==> src/rtl/cfg_bank_map.svh <==
// Offsets, field codes, reset values and timing counts of the configuration register bank
`ifndef CFG_BANK_MAP_SVH
`define CFG_BANK_MAP_SVH

`define CFG_RESET_BYTE 8'h00
`define CFG_RESET_PAGE 4'h0
`define CFG_RESET_HOLD_CYCLES 16

`define CFG_OFS_PORT_A_IN 8'h00
`define CFG_OFS_PAGE 8'he0
`define CFG_OFS_IRQ_CLEAR 8'hd4
`define CFG_OFS_IRQ_ENABLE 8'hd3
`define CFG_OFS_IRQ_SENSE 8'hd2
`define CFG_OFS_IRQ_PENDING 8'hd1
`define CFG_OFS_IRQ_TOP 8'hd0
`define CFG_OFS_MEM_MODE 8'hc0
`define CFG_OFS_PWR_B 8'hb1
`define CFG_OFS_PWR_A 8'hb0
`define CFG_OFS_TMR_FLAGS 8'ha9
`define CFG_OFS_TMR_GLOBAL 8'ha8
`define CFG_OFS_TMR_DELAY 8'ha6
`define CFG_OFS_TMR_LDST 8'ha5
`define CFG_OFS_TMR_FREEZE 8'ha4
`define CFG_TMR_CFG_TAG 6'h28
`define CFG_TMR_COUNT_TAG 5'h13
`define CFG_TMR_SNAP_TAG 5'h12

`define CFG_FLD_PIN_IN 3'h0
`define CFG_FLD_MODE 3'h1
`define CFG_FLD_OUT 3'h2
`define CFG_FLD_DIR 3'h3
`define CFG_FLD_DRV_SF 3'h4
`define CFG_FLD_LOGIC 3'h5
`define CFG_FLD_MACRO 3'h6

`define CFG_ODRAIN_PORTS 5'h0c
`define CFG_LOGIC_PORTS 5'h13
`define CFG_PERIPH_PORT 0

`define CFG_MEM_SRAM_PROG_BIT 0
`define CFG_MEM_PERIPH_A_BIT 1
`define CFG_TMR_RUN_BIT 0

`endif

==> src/rtl/cfg_bank_pkg.sv <==
// Types shared by the configuration register bank
package cfg_bank_pkg;
    typedef struct packed {
        logic sel;
        logic rd;
        logic wr;
        logic [7:0] addr;
        logic [7:0] wdata;
    } reg_req_t;

    typedef struct packed {
        logic [7:0] out;
        logic [7:0] oe;
    } pin_drive_t;

    typedef struct packed {
        logic hit;
        logic [2:0] port;
        logic [2:0] field;
    } io_sel_t;

    typedef enum {ST_HOLD, ST_EXTEND, ST_RUN} rst_state_t;
endpackage

==> src/rtl/config_register_bank.sv <==
// Configuration and status register bank with port pin control, interrupts and timer images
`timescale 1ns/1ps
`default_nettype none
`include "cfg_bank_map.svh"

// Summary of operation
// - Reading a port's pin-input register returns the live pin levels.
// - Mode bit 0 drives an address bit; 1 gives microcontroller general I/O.
// - Output-data register supplies the level of pins in general I/O mode.
// - Direction bit 0 makes the pin an input, 1 an output.
// - Drive-type bit 0 is push-pull, 1 is open-drain.
// - Special-function bit 1 routes a timer or interrupt output to the pin.
// - Logic-pin status is read-only; 1 marks a programmable-logic pin.
// - Macrocell-output register shows current general logic macrocell outputs.
// - A four-bit page register extends memory addressing.
// - Any read of the read-clear register clears all pending edge interrupts.
// - Sense register picks level or edge sensitivity per interrupt input.
// - Mask register gates individual interrupt inputs.
// - A 1 in the request latch marks a pending interrupt.
// - Priority status shows the highest-priority pending interrupt.
// - Memory-mode register maps SRAM to program fetch and enables peripheral mode.
// - Software freezes timers before image access; flags acknowledge the freeze.
// - Reset clears units and registers, and holds on for an interval after release.
// - Logic outputs keep running during reset; memories may answer unreliably.
// - After reset configuration registers are zero, counters undefined, interrupts off.
// - Macrocell flip-flops clear by a reset product term or macrocell reset input.
// - Timer control and interrupt controller state always clear on reset; timer counters and images do not.
// - Registers sit at fixed offsets inside a 256-byte selected window.
module config_register_bank #(
    parameter int RESET_HOLD = `CFG_RESET_HOLD_CYCLES
) (
    // Clock and reset
    input wire logic CORE_CLK,
    input wire logic SYS_RST,
    // Register access from the microcontroller
    input wire cfg_bank_pkg::reg_req_t REG_REQ,
    output logic [7:0] REG_RDATA,
    output logic REG_RVALID,
    // Port pins and their sources
    input wire logic [4:0][7:0] PIN_IN,
    input wire logic [4:0][7:0] ADDR_SRC,
    input wire logic [4:0][7:0] SPECIAL_SRC,
    output cfg_bank_pkg::pin_drive_t [4:0] PIN_DRIVE,
    // Programmable logic
    input wire logic [4:0][7:0] LOGIC_PIN_CFG,
    input wire logic [4:0][7:0] LOGIC_OUT,
    input wire logic [4:0][7:0] LOGIC_OE,
    input wire logic [4:0][7:0] MACRO_D,
    input wire logic [4:0][7:0] MACRO_CLR_TERM,
    input wire logic MACROCELL_RESET_INPUT,
    // Peripheral data path on the first port
    input wire logic [7:0] PERIPH_DATA,
    input wire logic PERIPH_OE,
    // Interrupt inputs
    input wire logic [7:0] IRQ_IN,
    // Configuration outputs
    output logic [3:0] PAGE,
    output logic SRAM_PROG_SPACE,
    output logic PERIPH_MODE_A,
    output logic [7:0] POWER_CFG_A,
    output logic [7:0] POWER_CFG_B,
    output logic [7:0] IRQ_TOP,
    output logic IN_RESET
);
    import cfg_bank_pkg::*;

    function automatic io_sel_t io_decode(input logic [7:0] a);
        io_sel_t s;
        s.port = {a[5:4], a[0]};
        s.field = a[3:1];
        s.hit = (a[7:6] == 2'h0) && (s.port < 3'h5) && (s.field != 3'h7);
        return s;
    endfunction
    function automatic logic [7:0] lowest_one(input logic [7:0] x);
        return x & (~x + 8'h01);
    endfunction
    rst_state_t st;
    logic [15:0] hold_cnt;
    logic in_reset;
    logic [4:0][7:0] mode_ctl, data_out, direction, drive_type, special_fn, macro_q;
    logic [7:0] mem_mode, irq_sense, irq_enable, irq_prev, edge_latch;
    logic [7:0] tmr_global, tmr_delay, tmr_freeze;
    logic [3:0][7:0] tmr_cfg;
    logic [3:0] freeze_ack;
    logic [3:0][15:0] tmr_count, tmr_snap;
    logic [7:0] pending, next_rdata;
    logic wr_ok, rd_ok, clr_rd;
    io_sel_t io;
    pin_drive_t [4:0] next_drive;
    logic drain_sel, logic_sel;
    assign in_reset = (st != ST_RUN);
    assign wr_ok = REG_REQ.sel && REG_REQ.wr && !in_reset;
    assign rd_ok = REG_REQ.sel && REG_REQ.rd;
    assign io = io_decode(REG_REQ.addr);
    assign clr_rd = rd_ok && (REG_REQ.addr == `CFG_OFS_IRQ_CLEAR);
    assign drain_sel = 1'(`CFG_ODRAIN_PORTS >> io.port);
    assign logic_sel = 1'(`CFG_LOGIC_PORTS >> io.port);
    // Reset sequencer: holds the block after release
    always_ff @(posedge CORE_CLK) begin
        if (SYS_RST) begin
            st <= ST_HOLD;
            hold_cnt <= 16'h0000;
        end else begin
            case (st)
                ST_HOLD: begin
                    st <= ST_EXTEND;
                    hold_cnt <= 16'h0000;
                end
                ST_EXTEND: begin
                    hold_cnt <= hold_cnt + 16'h0001;
                    if (hold_cnt >= 16'(RESET_HOLD - 1)) begin
                        st <= ST_RUN;
                    end
                end
                ST_RUN: st <= ST_RUN;
                default: st <= ST_HOLD;
            endcase
        end
    end
    always_ff @(posedge CORE_CLK) begin
        IN_RESET <= SYS_RST || in_reset;
    end
    // Port configuration registers
    always_ff @(posedge CORE_CLK) begin
        if (SYS_RST) begin
            mode_ctl <= '0;
            data_out <= '0;
            direction <= '0;
            drive_type <= '0;
            special_fn <= '0;
        end else if (wr_ok && io.hit) begin
            case (io.field)
                `CFG_FLD_MODE: mode_ctl[io.port] <= REG_REQ.wdata;
                `CFG_FLD_OUT: data_out[io.port] <= REG_REQ.wdata;
                `CFG_FLD_DIR: direction[io.port] <= REG_REQ.wdata;
                `CFG_FLD_DRV_SF: begin
                    if (drain_sel) begin
                        drive_type[io.port] <= REG_REQ.wdata;
                    end else begin
                        special_fn[io.port] <= REG_REQ.wdata;
                    end
                end
                default: ;
            endcase
        end
    end
    // Macrocell flip-flops: cleared only by their own reset sources
    always_ff @(posedge CORE_CLK) begin
        for (int p = 0; p < 5; p++) begin
            macro_q[p] <= MACRO_D[p] & ~MACRO_CLR_TERM[p] & {8{~MACROCELL_RESET_INPUT}};
        end
    end
    // Page, memory mode and power registers
    always_ff @(posedge CORE_CLK) begin
        if (SYS_RST) begin
            PAGE <= `CFG_RESET_PAGE;
            mem_mode <= `CFG_RESET_BYTE;
            POWER_CFG_A <= `CFG_RESET_BYTE;
            POWER_CFG_B <= `CFG_RESET_BYTE;
        end else if (wr_ok) begin
            case (REG_REQ.addr)
                `CFG_OFS_PAGE: PAGE <= REG_REQ.wdata[3:0];
                `CFG_OFS_MEM_MODE: mem_mode <= REG_REQ.wdata;
                `CFG_OFS_PWR_A: POWER_CFG_A <= REG_REQ.wdata;
                `CFG_OFS_PWR_B: POWER_CFG_B <= REG_REQ.wdata;
                default: ;
            endcase
        end
    end

    always_ff @(posedge CORE_CLK) begin
        if (SYS_RST) begin
            SRAM_PROG_SPACE <= 1'b0;
            PERIPH_MODE_A <= 1'b0;
        end else begin
            SRAM_PROG_SPACE <= mem_mode[`CFG_MEM_SRAM_PROG_BIT];
            PERIPH_MODE_A <= mem_mode[`CFG_MEM_PERIPH_A_BIT];
        end
    end
    // Interrupt controller
    assign pending = ((irq_sense & edge_latch) | (~irq_sense & IRQ_IN)) & irq_enable;
    always_ff @(posedge CORE_CLK) begin
        if (SYS_RST) begin
            irq_sense <= `CFG_RESET_BYTE;
            irq_enable <= `CFG_RESET_BYTE;
        end else if (wr_ok) begin
            if (REG_REQ.addr == `CFG_OFS_IRQ_SENSE) begin
                irq_sense <= REG_REQ.wdata;
            end
            if (REG_REQ.addr == `CFG_OFS_IRQ_ENABLE) begin
                irq_enable <= REG_REQ.wdata;
            end
        end
    end

    always_ff @(posedge CORE_CLK) begin
        if (SYS_RST) begin
            irq_prev <= `CFG_RESET_BYTE;
            edge_latch <= `CFG_RESET_BYTE;
            IRQ_TOP <= `CFG_RESET_BYTE;
        end else begin
            irq_prev <= IRQ_IN;
            // New edge wins over a simultaneous read-clear
            edge_latch <= (edge_latch & ~{8{clr_rd}}) | (IRQ_IN & ~irq_prev & irq_sense & irq_enable);
            IRQ_TOP <= lowest_one(pending);
        end
    end
    // Timer control registers and freeze handshake
    always_ff @(posedge CORE_CLK) begin
        if (SYS_RST) begin
            tmr_global <= `CFG_RESET_BYTE;
            tmr_delay <= `CFG_RESET_BYTE;
            tmr_freeze <= `CFG_RESET_BYTE;
            tmr_cfg <= '0;
            freeze_ack <= 4'h0;
        end else begin
            freeze_ack <= tmr_freeze[3:0];
            if (wr_ok) begin
                case (REG_REQ.addr)
                    `CFG_OFS_TMR_GLOBAL: tmr_global <= REG_REQ.wdata;
                    `CFG_OFS_TMR_DELAY: tmr_delay <= REG_REQ.wdata;
                    `CFG_OFS_TMR_FREEZE: tmr_freeze <= REG_REQ.wdata;
                    default: begin
                        if (REG_REQ.addr[7:2] == `CFG_TMR_CFG_TAG) begin
                            tmr_cfg[REG_REQ.addr[1:0]] <= REG_REQ.wdata;
                        end
                    end
                endcase
            end
        end
    end
    // Counters and images; contents undefined after reset
    always_ff @(posedge CORE_CLK) begin
        for (int n = 0; n < 4; n++) begin
            if (wr_ok && REG_REQ.addr[7:3] == `CFG_TMR_COUNT_TAG && REG_REQ.addr[2:1] == 2'(n)) begin
                tmr_count[n][8*REG_REQ.addr[0] +: 8] <= REG_REQ.wdata;
            end else if (wr_ok && REG_REQ.addr == `CFG_OFS_TMR_LDST && REG_REQ.wdata[4+n]) begin
                tmr_count[n] <= tmr_snap[n];
            end else if (tmr_global[`CFG_TMR_RUN_BIT] && !freeze_ack[n] && !in_reset) begin
                tmr_count[n] <= tmr_count[n] - 16'h0001;
            end
            // Image writes only land once the freeze is acknowledged
            if (wr_ok && freeze_ack[n] && REG_REQ.addr[7:3] == `CFG_TMR_SNAP_TAG
                    && REG_REQ.addr[2:1] == 2'(n)) begin
                tmr_snap[n][8*REG_REQ.addr[0] +: 8] <= REG_REQ.wdata;
            end else if (wr_ok && REG_REQ.addr == `CFG_OFS_TMR_LDST && REG_REQ.wdata[n]) begin
                tmr_snap[n] <= tmr_count[n];
            end
        end
    end
    // Read data selection
    always_comb begin
        next_rdata = `CFG_RESET_BYTE;
        if (io.hit) begin
            case (io.field)
                `CFG_FLD_PIN_IN: next_rdata = PIN_IN[io.port];
                `CFG_FLD_MODE: next_rdata = mode_ctl[io.port];
                `CFG_FLD_OUT: next_rdata = data_out[io.port];
                `CFG_FLD_DIR: next_rdata = direction[io.port];
                `CFG_FLD_DRV_SF: next_rdata = drain_sel ? drive_type[io.port] : special_fn[io.port];
                `CFG_FLD_LOGIC: next_rdata = logic_sel ? LOGIC_PIN_CFG[io.port] : `CFG_RESET_BYTE;
                `CFG_FLD_MACRO: next_rdata = logic_sel ? macro_q[io.port] : `CFG_RESET_BYTE;
                default: next_rdata = `CFG_RESET_BYTE;
            endcase
        end else begin
            case (REG_REQ.addr)
                `CFG_OFS_PAGE: next_rdata = {4'h0, PAGE};
                `CFG_OFS_IRQ_CLEAR: next_rdata = pending;
                `CFG_OFS_IRQ_ENABLE: next_rdata = irq_enable;
                `CFG_OFS_IRQ_SENSE: next_rdata = irq_sense;
                `CFG_OFS_IRQ_PENDING: next_rdata = pending;
                `CFG_OFS_IRQ_TOP: next_rdata = lowest_one(pending);
                `CFG_OFS_MEM_MODE: next_rdata = mem_mode;
                `CFG_OFS_PWR_A: next_rdata = POWER_CFG_A;
                `CFG_OFS_PWR_B: next_rdata = POWER_CFG_B;
                `CFG_OFS_TMR_FLAGS: next_rdata = {4'h0, freeze_ack};
                `CFG_OFS_TMR_GLOBAL: next_rdata = tmr_global;
                `CFG_OFS_TMR_DELAY: next_rdata = tmr_delay;
                `CFG_OFS_TMR_FREEZE: next_rdata = tmr_freeze;
                default: begin
                    if (REG_REQ.addr[7:2] == `CFG_TMR_CFG_TAG) begin
                        next_rdata = tmr_cfg[REG_REQ.addr[1:0]];
                    end else if (REG_REQ.addr[7:3] == `CFG_TMR_COUNT_TAG) begin
                        next_rdata = tmr_count[REG_REQ.addr[2:1]][8*REG_REQ.addr[0] +: 8];
                    end else if (REG_REQ.addr[7:3] == `CFG_TMR_SNAP_TAG) begin
                        next_rdata = tmr_snap[REG_REQ.addr[2:1]][8*REG_REQ.addr[0] +: 8];
                    end
                end
            endcase
        end
    end

    always_ff @(posedge CORE_CLK) begin
        if (SYS_RST) begin
            REG_RDATA <= `CFG_RESET_BYTE;
            REG_RVALID <= 1'b0;
        end else begin
            REG_RVALID <= rd_ok;
            if (rd_ok) begin
                REG_RDATA <= next_rdata;
            end
        end
    end
    // Pin drive selection
    always_comb begin
        next_drive = '0;
        for (int p = 0; p < 5; p++) begin
            for (int b = 0; b < 8; b++) begin
                if (LOGIC_PIN_CFG[p][b]) begin
                    next_drive[p].out[b] = LOGIC_OUT[p][b];
                    next_drive[p].oe[b] = LOGIC_OE[p][b];
                end else if (in_reset) begin
                    next_drive[p].out[b] = 1'b0;
                    next_drive[p].oe[b] = 1'b0;
                end else if (p == `CFG_PERIPH_PORT && mem_mode[`CFG_MEM_PERIPH_A_BIT]) begin
                    next_drive[p].out[b] = PERIPH_DATA[b];
                    next_drive[p].oe[b] = PERIPH_OE;
                end else if (special_fn[p][b]) begin
                    next_drive[p].out[b] = SPECIAL_SRC[p][b];
                    next_drive[p].oe[b] = 1'b1;
                end else if (!mode_ctl[p][b]) begin
                    next_drive[p].out[b] = ADDR_SRC[p][b];
                    next_drive[p].oe[b] = 1'b1;
                end else begin
                    next_drive[p].out[b] = data_out[p][b];
                    next_drive[p].oe[b] = direction[p][b];
                end
                if (drive_type[p][b] && !LOGIC_PIN_CFG[p][b]) begin
                    next_drive[p].oe[b] = next_drive[p].oe[b] & ~next_drive[p].out[b];
                    next_drive[p].out[b] = 1'b0;
                end
            end
        end
    end

    always_ff @(posedge CORE_CLK) begin
        PIN_DRIVE <= next_drive;
    end
endmodule
`default_nettype wire

==> config.mk <==
export PLATFORM = sky130hd
export DESIGN_NAME = config_register_bank
export DESIGN_NICKNAME = d
export VERILOG_FILES = /design/src/rtl/cfg_bank_pkg.sv /design/src/rtl/config_register_bank.sv
export VERILOG_INCLUDE_DIRS = /design/src /design/src/rtl
export SDC_FILE = /design/constraint.sdc
export NUM_CORES = 2
export LEC_CHECK = 0
export BUFFER_PORTS_ARGS = -buffer_cell sky130_fd_sc_hd__buf_4
export CORE_AREA = 2 2 296 298
export CTS_CLUSTER_DIAMETER = 200
export DETAILED_ROUTE_END_ITERATION = 8
export DIE_AREA = 0 0 298 300
export GPL_TIMING_DRIVEN = 0
export PLACE_DENSITY = 0.56
export SYNTH_ARGS = -nofsm -noshare
export SYNTH_HDL_FRONTEND = slang
export SYNTH_SLANG_ARGS = --single-unit
export TNS_END_PERCENT = 10
==> constraint.sdc <==
create_clock -name CORE_CLK -period 5.4 [get_ports CORE_CLK]
set_input_delay 0.54 -clock CORE_CLK [delete_from_list [all_inputs] [get_ports CORE_CLK]]
set_output_delay 0.54 -clock CORE_CLK [all_outputs]
set_load 0.05 [all_outputs]
# After elaboration in Yosys (flattened, before gate mapping)
# Index checks and enable logic that the tools add are counted.
[totals]
romBits = 0
inputBits = 359
ram_bits = 0
latch_bits = 0
mem_count = 0
reg_bits = 636
[op_classes]
shifts = 6
n_mul = 0
n_lt_le_gt_ge = 7
mux = 448
div = 0
bitwise = 112
add_sub_neg = 7
eq_ne = 31
n_reduce_logical = 159
[ops]
columns = ["operator", "count"]
rows = [
  ["1-bit two-way mux", 376],
  ["16-bit two-way mux", 22],
  ["40-bit bitwise mux", 5],
  ["8-bit binary-select mux with 3-bit select", 8],
  ["8-bit bitwise AND", 18],
  ["8-bit two-way mux", 18],
  ["16-bit bitwise mux", 8],
  ["8-bit equality test (second input constant)", 14],
  ["32-bit case mux with 3 select lines", 1],
  ["8-bit case mux with 12 select lines", 1],
  ["1-bit logical AND", 83],
  ["8-bit inverter", 9],
  ["16-bit binary-select mux with 2-bit select", 2],
  ["16-bit by 1-bit subtractor with 16-bit output (second input constant)", 4],
  ["8-bit case mux with 7 select lines", 1],
  ["1-bit logical NOT", 45],
  ["1-bit inverter", 43],
  ["1-bit bitwise AND", 40],
  ["4-bit negation with 34-bit output", 1],
  ["8-bit by 34-bit variable shift with 16-bit output (first input constant)", 1],
  ["8-bit by 34-bit variable part select with 16-bit output", 1],
  ["32-bit bitwise mux", 1],
  ["32-bit by 1-bit equality test with 1-bit output (second input constant)", 1],
  ["32-bit by 2-bit equality test with 1-bit output (second input constant)", 1],
  ["other kinds (37)", 66],
]

# Depth between registers and ports, before layout
[logic_depth]
ltp_word = 9
mapped_depth = 10
depth_no_buf = 8

# Worst setup path before layout
# Ideal clock, no wire load.
[synth_timing]
path_kind = "input to register"
startpoint = "input port REG_REQ[10] (netlist name)"
endpoint = "register tmr_snap[16] (netlist name) (enable)"
cell_stages = 6
arrival_time_ns = 2.527
slack_ns = 2.489
required_time_ns = 5.016
path_buffers = 2
path_cell_list = "or3b_1 > clkbuf_1 > nor2_1 > nand3_1 > clkbuf_1 > o21ai_0"
[synth_between]
elab_chain_len = 4
elab_cells_between_ends = 6
cone_classes = "eq/ne: 2; reduce/logical: 4"
[synth_lines]
columns = ["element", "line_no", "text"]
rows = [
  ["start, declared", "config_register_bank.sv:36", "input wire cfg_bank_pkg::reg_req_t REG_REQ,"],
  ["8-bit equality test (no line)", "-", ""],
  ["1-bit logical AND (no line)", "-", ""],
  ["1-bit logical AND", "config_register_bank.sv:246", "end else if (wr_ok && REG_REQ.addr == `CFG_OFS_TMR_LDST && REG_REQ.wdata[n]) begin"],
  ["2-bit nonzero test (no line) *", "-", ""],
  ["end signal, assigned by index", "config_register_bank.sv:245", "tmr_snap[n][8*REG_REQ.addr[0] +: 8] <= REG_REQ.wdata;"],
  ["end signal, assigned by index", "config_register_bank.sv:247", "tmr_snap[n] <= tmr_count[n];"],
  ["end, declared", "config_register_bank.sv:85", "logic [3:0][15:0] tmr_count, tmr_snap;"],
]
# Every way passes the cells marked *; elsewhere a longest branch is shown, timed or not.
# A chain may end at the register's enable or synchronous reset.

# Worst setup path in the final report
[layout_timing]
startpoint = "register st[0]"
endpoint = "register tmr_snap[20] (netlist name) (enable)"
[layout_between]
elab_chain_len = 7
elab_cells_between_ends = 9
cone_classes = "eq/ne: 1; reduce/logical: 8"
[layout_lines]
columns = ["element", "line_no", "text"]
rows = [
  ["start, declared", "config_register_bank.sv:77", "rst_state_t st;"],
  ["start signal, assigned", "config_register_bank.sv:101", "st <= ST_HOLD;"],
  ["start signal, assigned", "config_register_bank.sv:106", "st <= ST_EXTEND;"],
  ["start signal, assigned", "config_register_bank.sv:112", "st <= ST_RUN;"],
  ["32-bit by 3-bit != test with 1-bit output *", "config_register_bank.sv:91", "assign in_reset = (st != ST_RUN);"],
  ["1-bit logical NOT *", "config_register_bank.sv:92", "assign wr_ok = REG_REQ.sel && REG_REQ.wr && !in_reset;"],
  ["1-bit logical AND *", "config_register_bank.sv:92", ""],
  ["1-bit logical AND", "config_register_bank.sv:243", "if (wr_ok && freeze_ack[n] && REG_REQ.addr[7:3] == `CFG_TMR_SNAP_TAG"],
  ["1-bit logical AND (no line)", "-", ""],
  ["1-bit logical AND", "config_register_bank.sv:243", ""],
  ["2-bit nonzero test (no line) *", "-", ""],
]
# Marked as above.

==> reports/qor.txt <==
Number of I/O port buffers: 465
Fin cells: 5091
H-tree levels: 3
Routed wire per std cell: 32.0 microns
Routed Wire Length: 163000 microns
Routed vias: 30600
Placed insts: 4955
Yosys cell types: 89
Post-DR vias/cell: 6.00
RR Endpoint: tmr_snap[20]
# DRC: 0
Hold buffers post-CTS: 0
Worst r2r path cells: 7
Final Slew Violations: 0
Critical path type: reg2reg
Startpoint Class: flip-flop
End of the critical path: tmr_snap[20]
EDFF count, synth: 128
Top cells by count, synth: nand2_1, dfxtp_1, nor2_1, o21ai_0, a21oi_1
Register bit total from synthesis: 604
Sequential share of the synthesized area: 0.447
CTS clk-pin slew, worst paths: 0.06 ns
CTS root buffer: clkbuf_16
DP HPWL: 126000 microns
Async SR Flop Fraction: 0
Clock buffer count from CTS: 73
Tcrit/Tclk final: 0.954
Final Hold Fails: 0
Clk Latency, worst-skew pair: 0.67 ns
Die Wd: 298 microns
F_max: 0.194 GHz
Worst slew margin: 0.0860
Worst Path Max Fanout: 10
Register share of total power: 0.402
Setup Fix Bufs, Post-CTS: 0
Worst path arrival time: 5.39 ns
Grt ovf: 0
Worst endpoint required time: 5.64 ns
CP startpoint: st[0]
Max_cap viols: 0
Post-Syn Nets: 3701
Final net count: 4243
Crit Reg-Reg Startpoint: st[0]
Min Tclk post-route: 5.15 ns
Synthesis warning total: 0
Initial core utilization: 0.347
Final Cell Area: 0.0373 sq mm
Post-synth top area cell: dfxtp_1
Tot GR Track Use: 0.349
Power per cell area: 318 mW/mm^2
Setup TNS: 0 ns
Antenna Nets Post-Route: 0
Static Leak: 13.7 nW
Sw power: 3.59 mW
Share of the synthesized area in the top cell type: 0.319
Area growth from synthesis to layout: 24.8%
Synth Instances: 3334
CTS tree: built
Largest cells by area after synthesis: dfxtp_1, edfxtp_1, mux2i_1, nand2_1, o21ai_0
Ys flop type: dfxtp_1
Std cell rows: 108
Worst setup EP type: flip-flop
Clk sink count: 604
Sw Ratio: 0.303
Clk_skew: 0.0503 ns
R2r setup slk: 0.25 ns
Post-Syn Area per Cell: 8.97 sq um
Cts repair resizes: 0
Most frequent cell after synthesis: nand2_1
Placed cell area: 0.0348 sq mm
RSZ-0062 raised after global routing: false
Vias in the first global route: 28300
Antenna violations before repair: 8
Fin util: 0.433
First-pass GRT wire length: 221000 microns
Hold Slack: 0.0664 ns
Final setup violation count: 0
P_int: 8.27 mW
Status: finished, final reports clean
Die ar.: 0.0894 sq mm
Share of layout cells above drive strength 1: 0.199
First drt pass iteration count: 6
# IOs: 479
Post-Synthesis Cell Area: 0.0299 sq mm
Peak supply drop: 0.000274 V
Core footprint: 0.0862 sq mm
Clock power share: 0.429
CTS max path bufs: 3
Die Ht: 300 microns
Worst hold-check path type: in2reg
1st-iter DRT viols: 4119
Final Wtd Congestion: 1.03
Pin count of the biggest net entering global routing: 14
Comb power frac: 0.169
Cells on Worst Hold Path: 2
Worst-margin pin slew: 1.35 ns
-- worst min path at each step --
stage                                  start           end  slack [ns]
after floorplan                drive_type[0]  PIN_DRIVE[0]        0.41
after global placement         drive_type[0]  PIN_DRIVE[0]        0.42
after detailed placement       drive_type[7]  PIN_DRIVE[7]        0.42
after CTS                 MACRO_CLR_TERM[25]   macro_q[25]        0.04
after global routing      MACRO_CLR_TERM[22]   macro_q[22]        0.06
final                     MACRO_CLR_TERM[25]   macro_q[25]        0.07
-- cell type report --
cell class | instances | area [sq um]
clock buffers | 105 | 2170
inverters | 37 | 139
plain buffers | 230 | 998
well taps | 1155 | 1450
repair buffers | 467 | 3500
flip-flops and latches | 604 | 13400
fillers | 8794 | 48900
multi-input cells | 2463 | 15400
diodes | 2 | 5.00
clock inverters | 28 | 278
-- flip-flops by register name (all words and copies together), names as in the netlist, 8 cells and up --
name / cells
REG_RDATA: 8
drive_type: 40
tmr_count: 64
PIN_DRIVE: 80
tmr_delay: 8
POWER_CFG_A: 8
direction: 40
edge_latch: 8
special_fn: 40
irq_enable: 8
macro_q: 38
tmr_snap: 64
irq_prev: 8
IRQ_TOP: 8
data_out: 40
tmr_global: 8
mem_mode: 8
mode_ctl: 40
irq_sense: 8
POWER_CFG_B: 8
tmr_freeze: 8
hold_cnt: 16
tmr_cfg: 32
-- per-stage QoR --
step                      setup WS (ns)  total power, mW
after global routing              0.233             12.1
after global placement            0.402             6.83
after CTS                         0.426             11.8
final                             0.248             11.9
after floorplan                    2.49             5.88
after detailed placement          0.462             6.83
-- routing by layer --
metal	up-vias	global-route usage	part of all wire
li1	13200	-	-
met1	15000	0.463	0.40
met2	2012	0.525	0.43
met3	410	0.0975	0.11
met4	8	0.163	0.053
met5	-	0	0.00028
-- power groups by stage --
| stage | Clock, mW | Sequential (mW) | Combinational (mW) |
|---|---|---|---|
| finish | 5.09 | 4.76 | 2.01 |
| global route | 5.29 | 4.78 | 2.07 |
| CTS | 5.11 | 4.76 | 1.97 |
| detailed placement | 0 | 4.86 | 1.96 |
| global placement | 0 | 4.86 | 1.97 |
| floorplan | 0 | 5.22 | 0.653 |
-- cells in the final DEF, fill, tap and decap left out, types with 52 or more instances in the layout --
cell type and count:
nand2_1 526, dfxtp_1 476, buf_4 476, nor2_1 265
o21ai_0 258, a21oi_1 219, mux2i_1 217, nand3_1 201
clkbuf_1 160, edfxtp_1 128, clkbuf_16 76, nor2b_1 55
a22oi_1 55, buf_2 54, nor3b_1 52
-- cell families after synthesis --
| group | count (synthesis) | synth area share |
|---|---|---|
| xor+xnor | 52 | 0.0152 |
| simple gates | 1334 | 0.217 |
| fa+ha+maj | 8 | 0.00335 |
| mux | 308 | 0.125 |
| flops | 604 | 0.447 |
| buf+inv | 267 | 0.0380 |
| compound gates | 761 | 0.155 |
-- worst max-delay path, cell delays in order (launching register included) --
cell and delay (ns):
dfxtp_1 0.32, inv_1 0.08, ha_1 0.70, nand3_1 0.56, nor2_1 1.11, nand3_1 0.54
clkbuf_1 0.39, o21ai_0 1.03
Power figures use the tool's default switching activity.
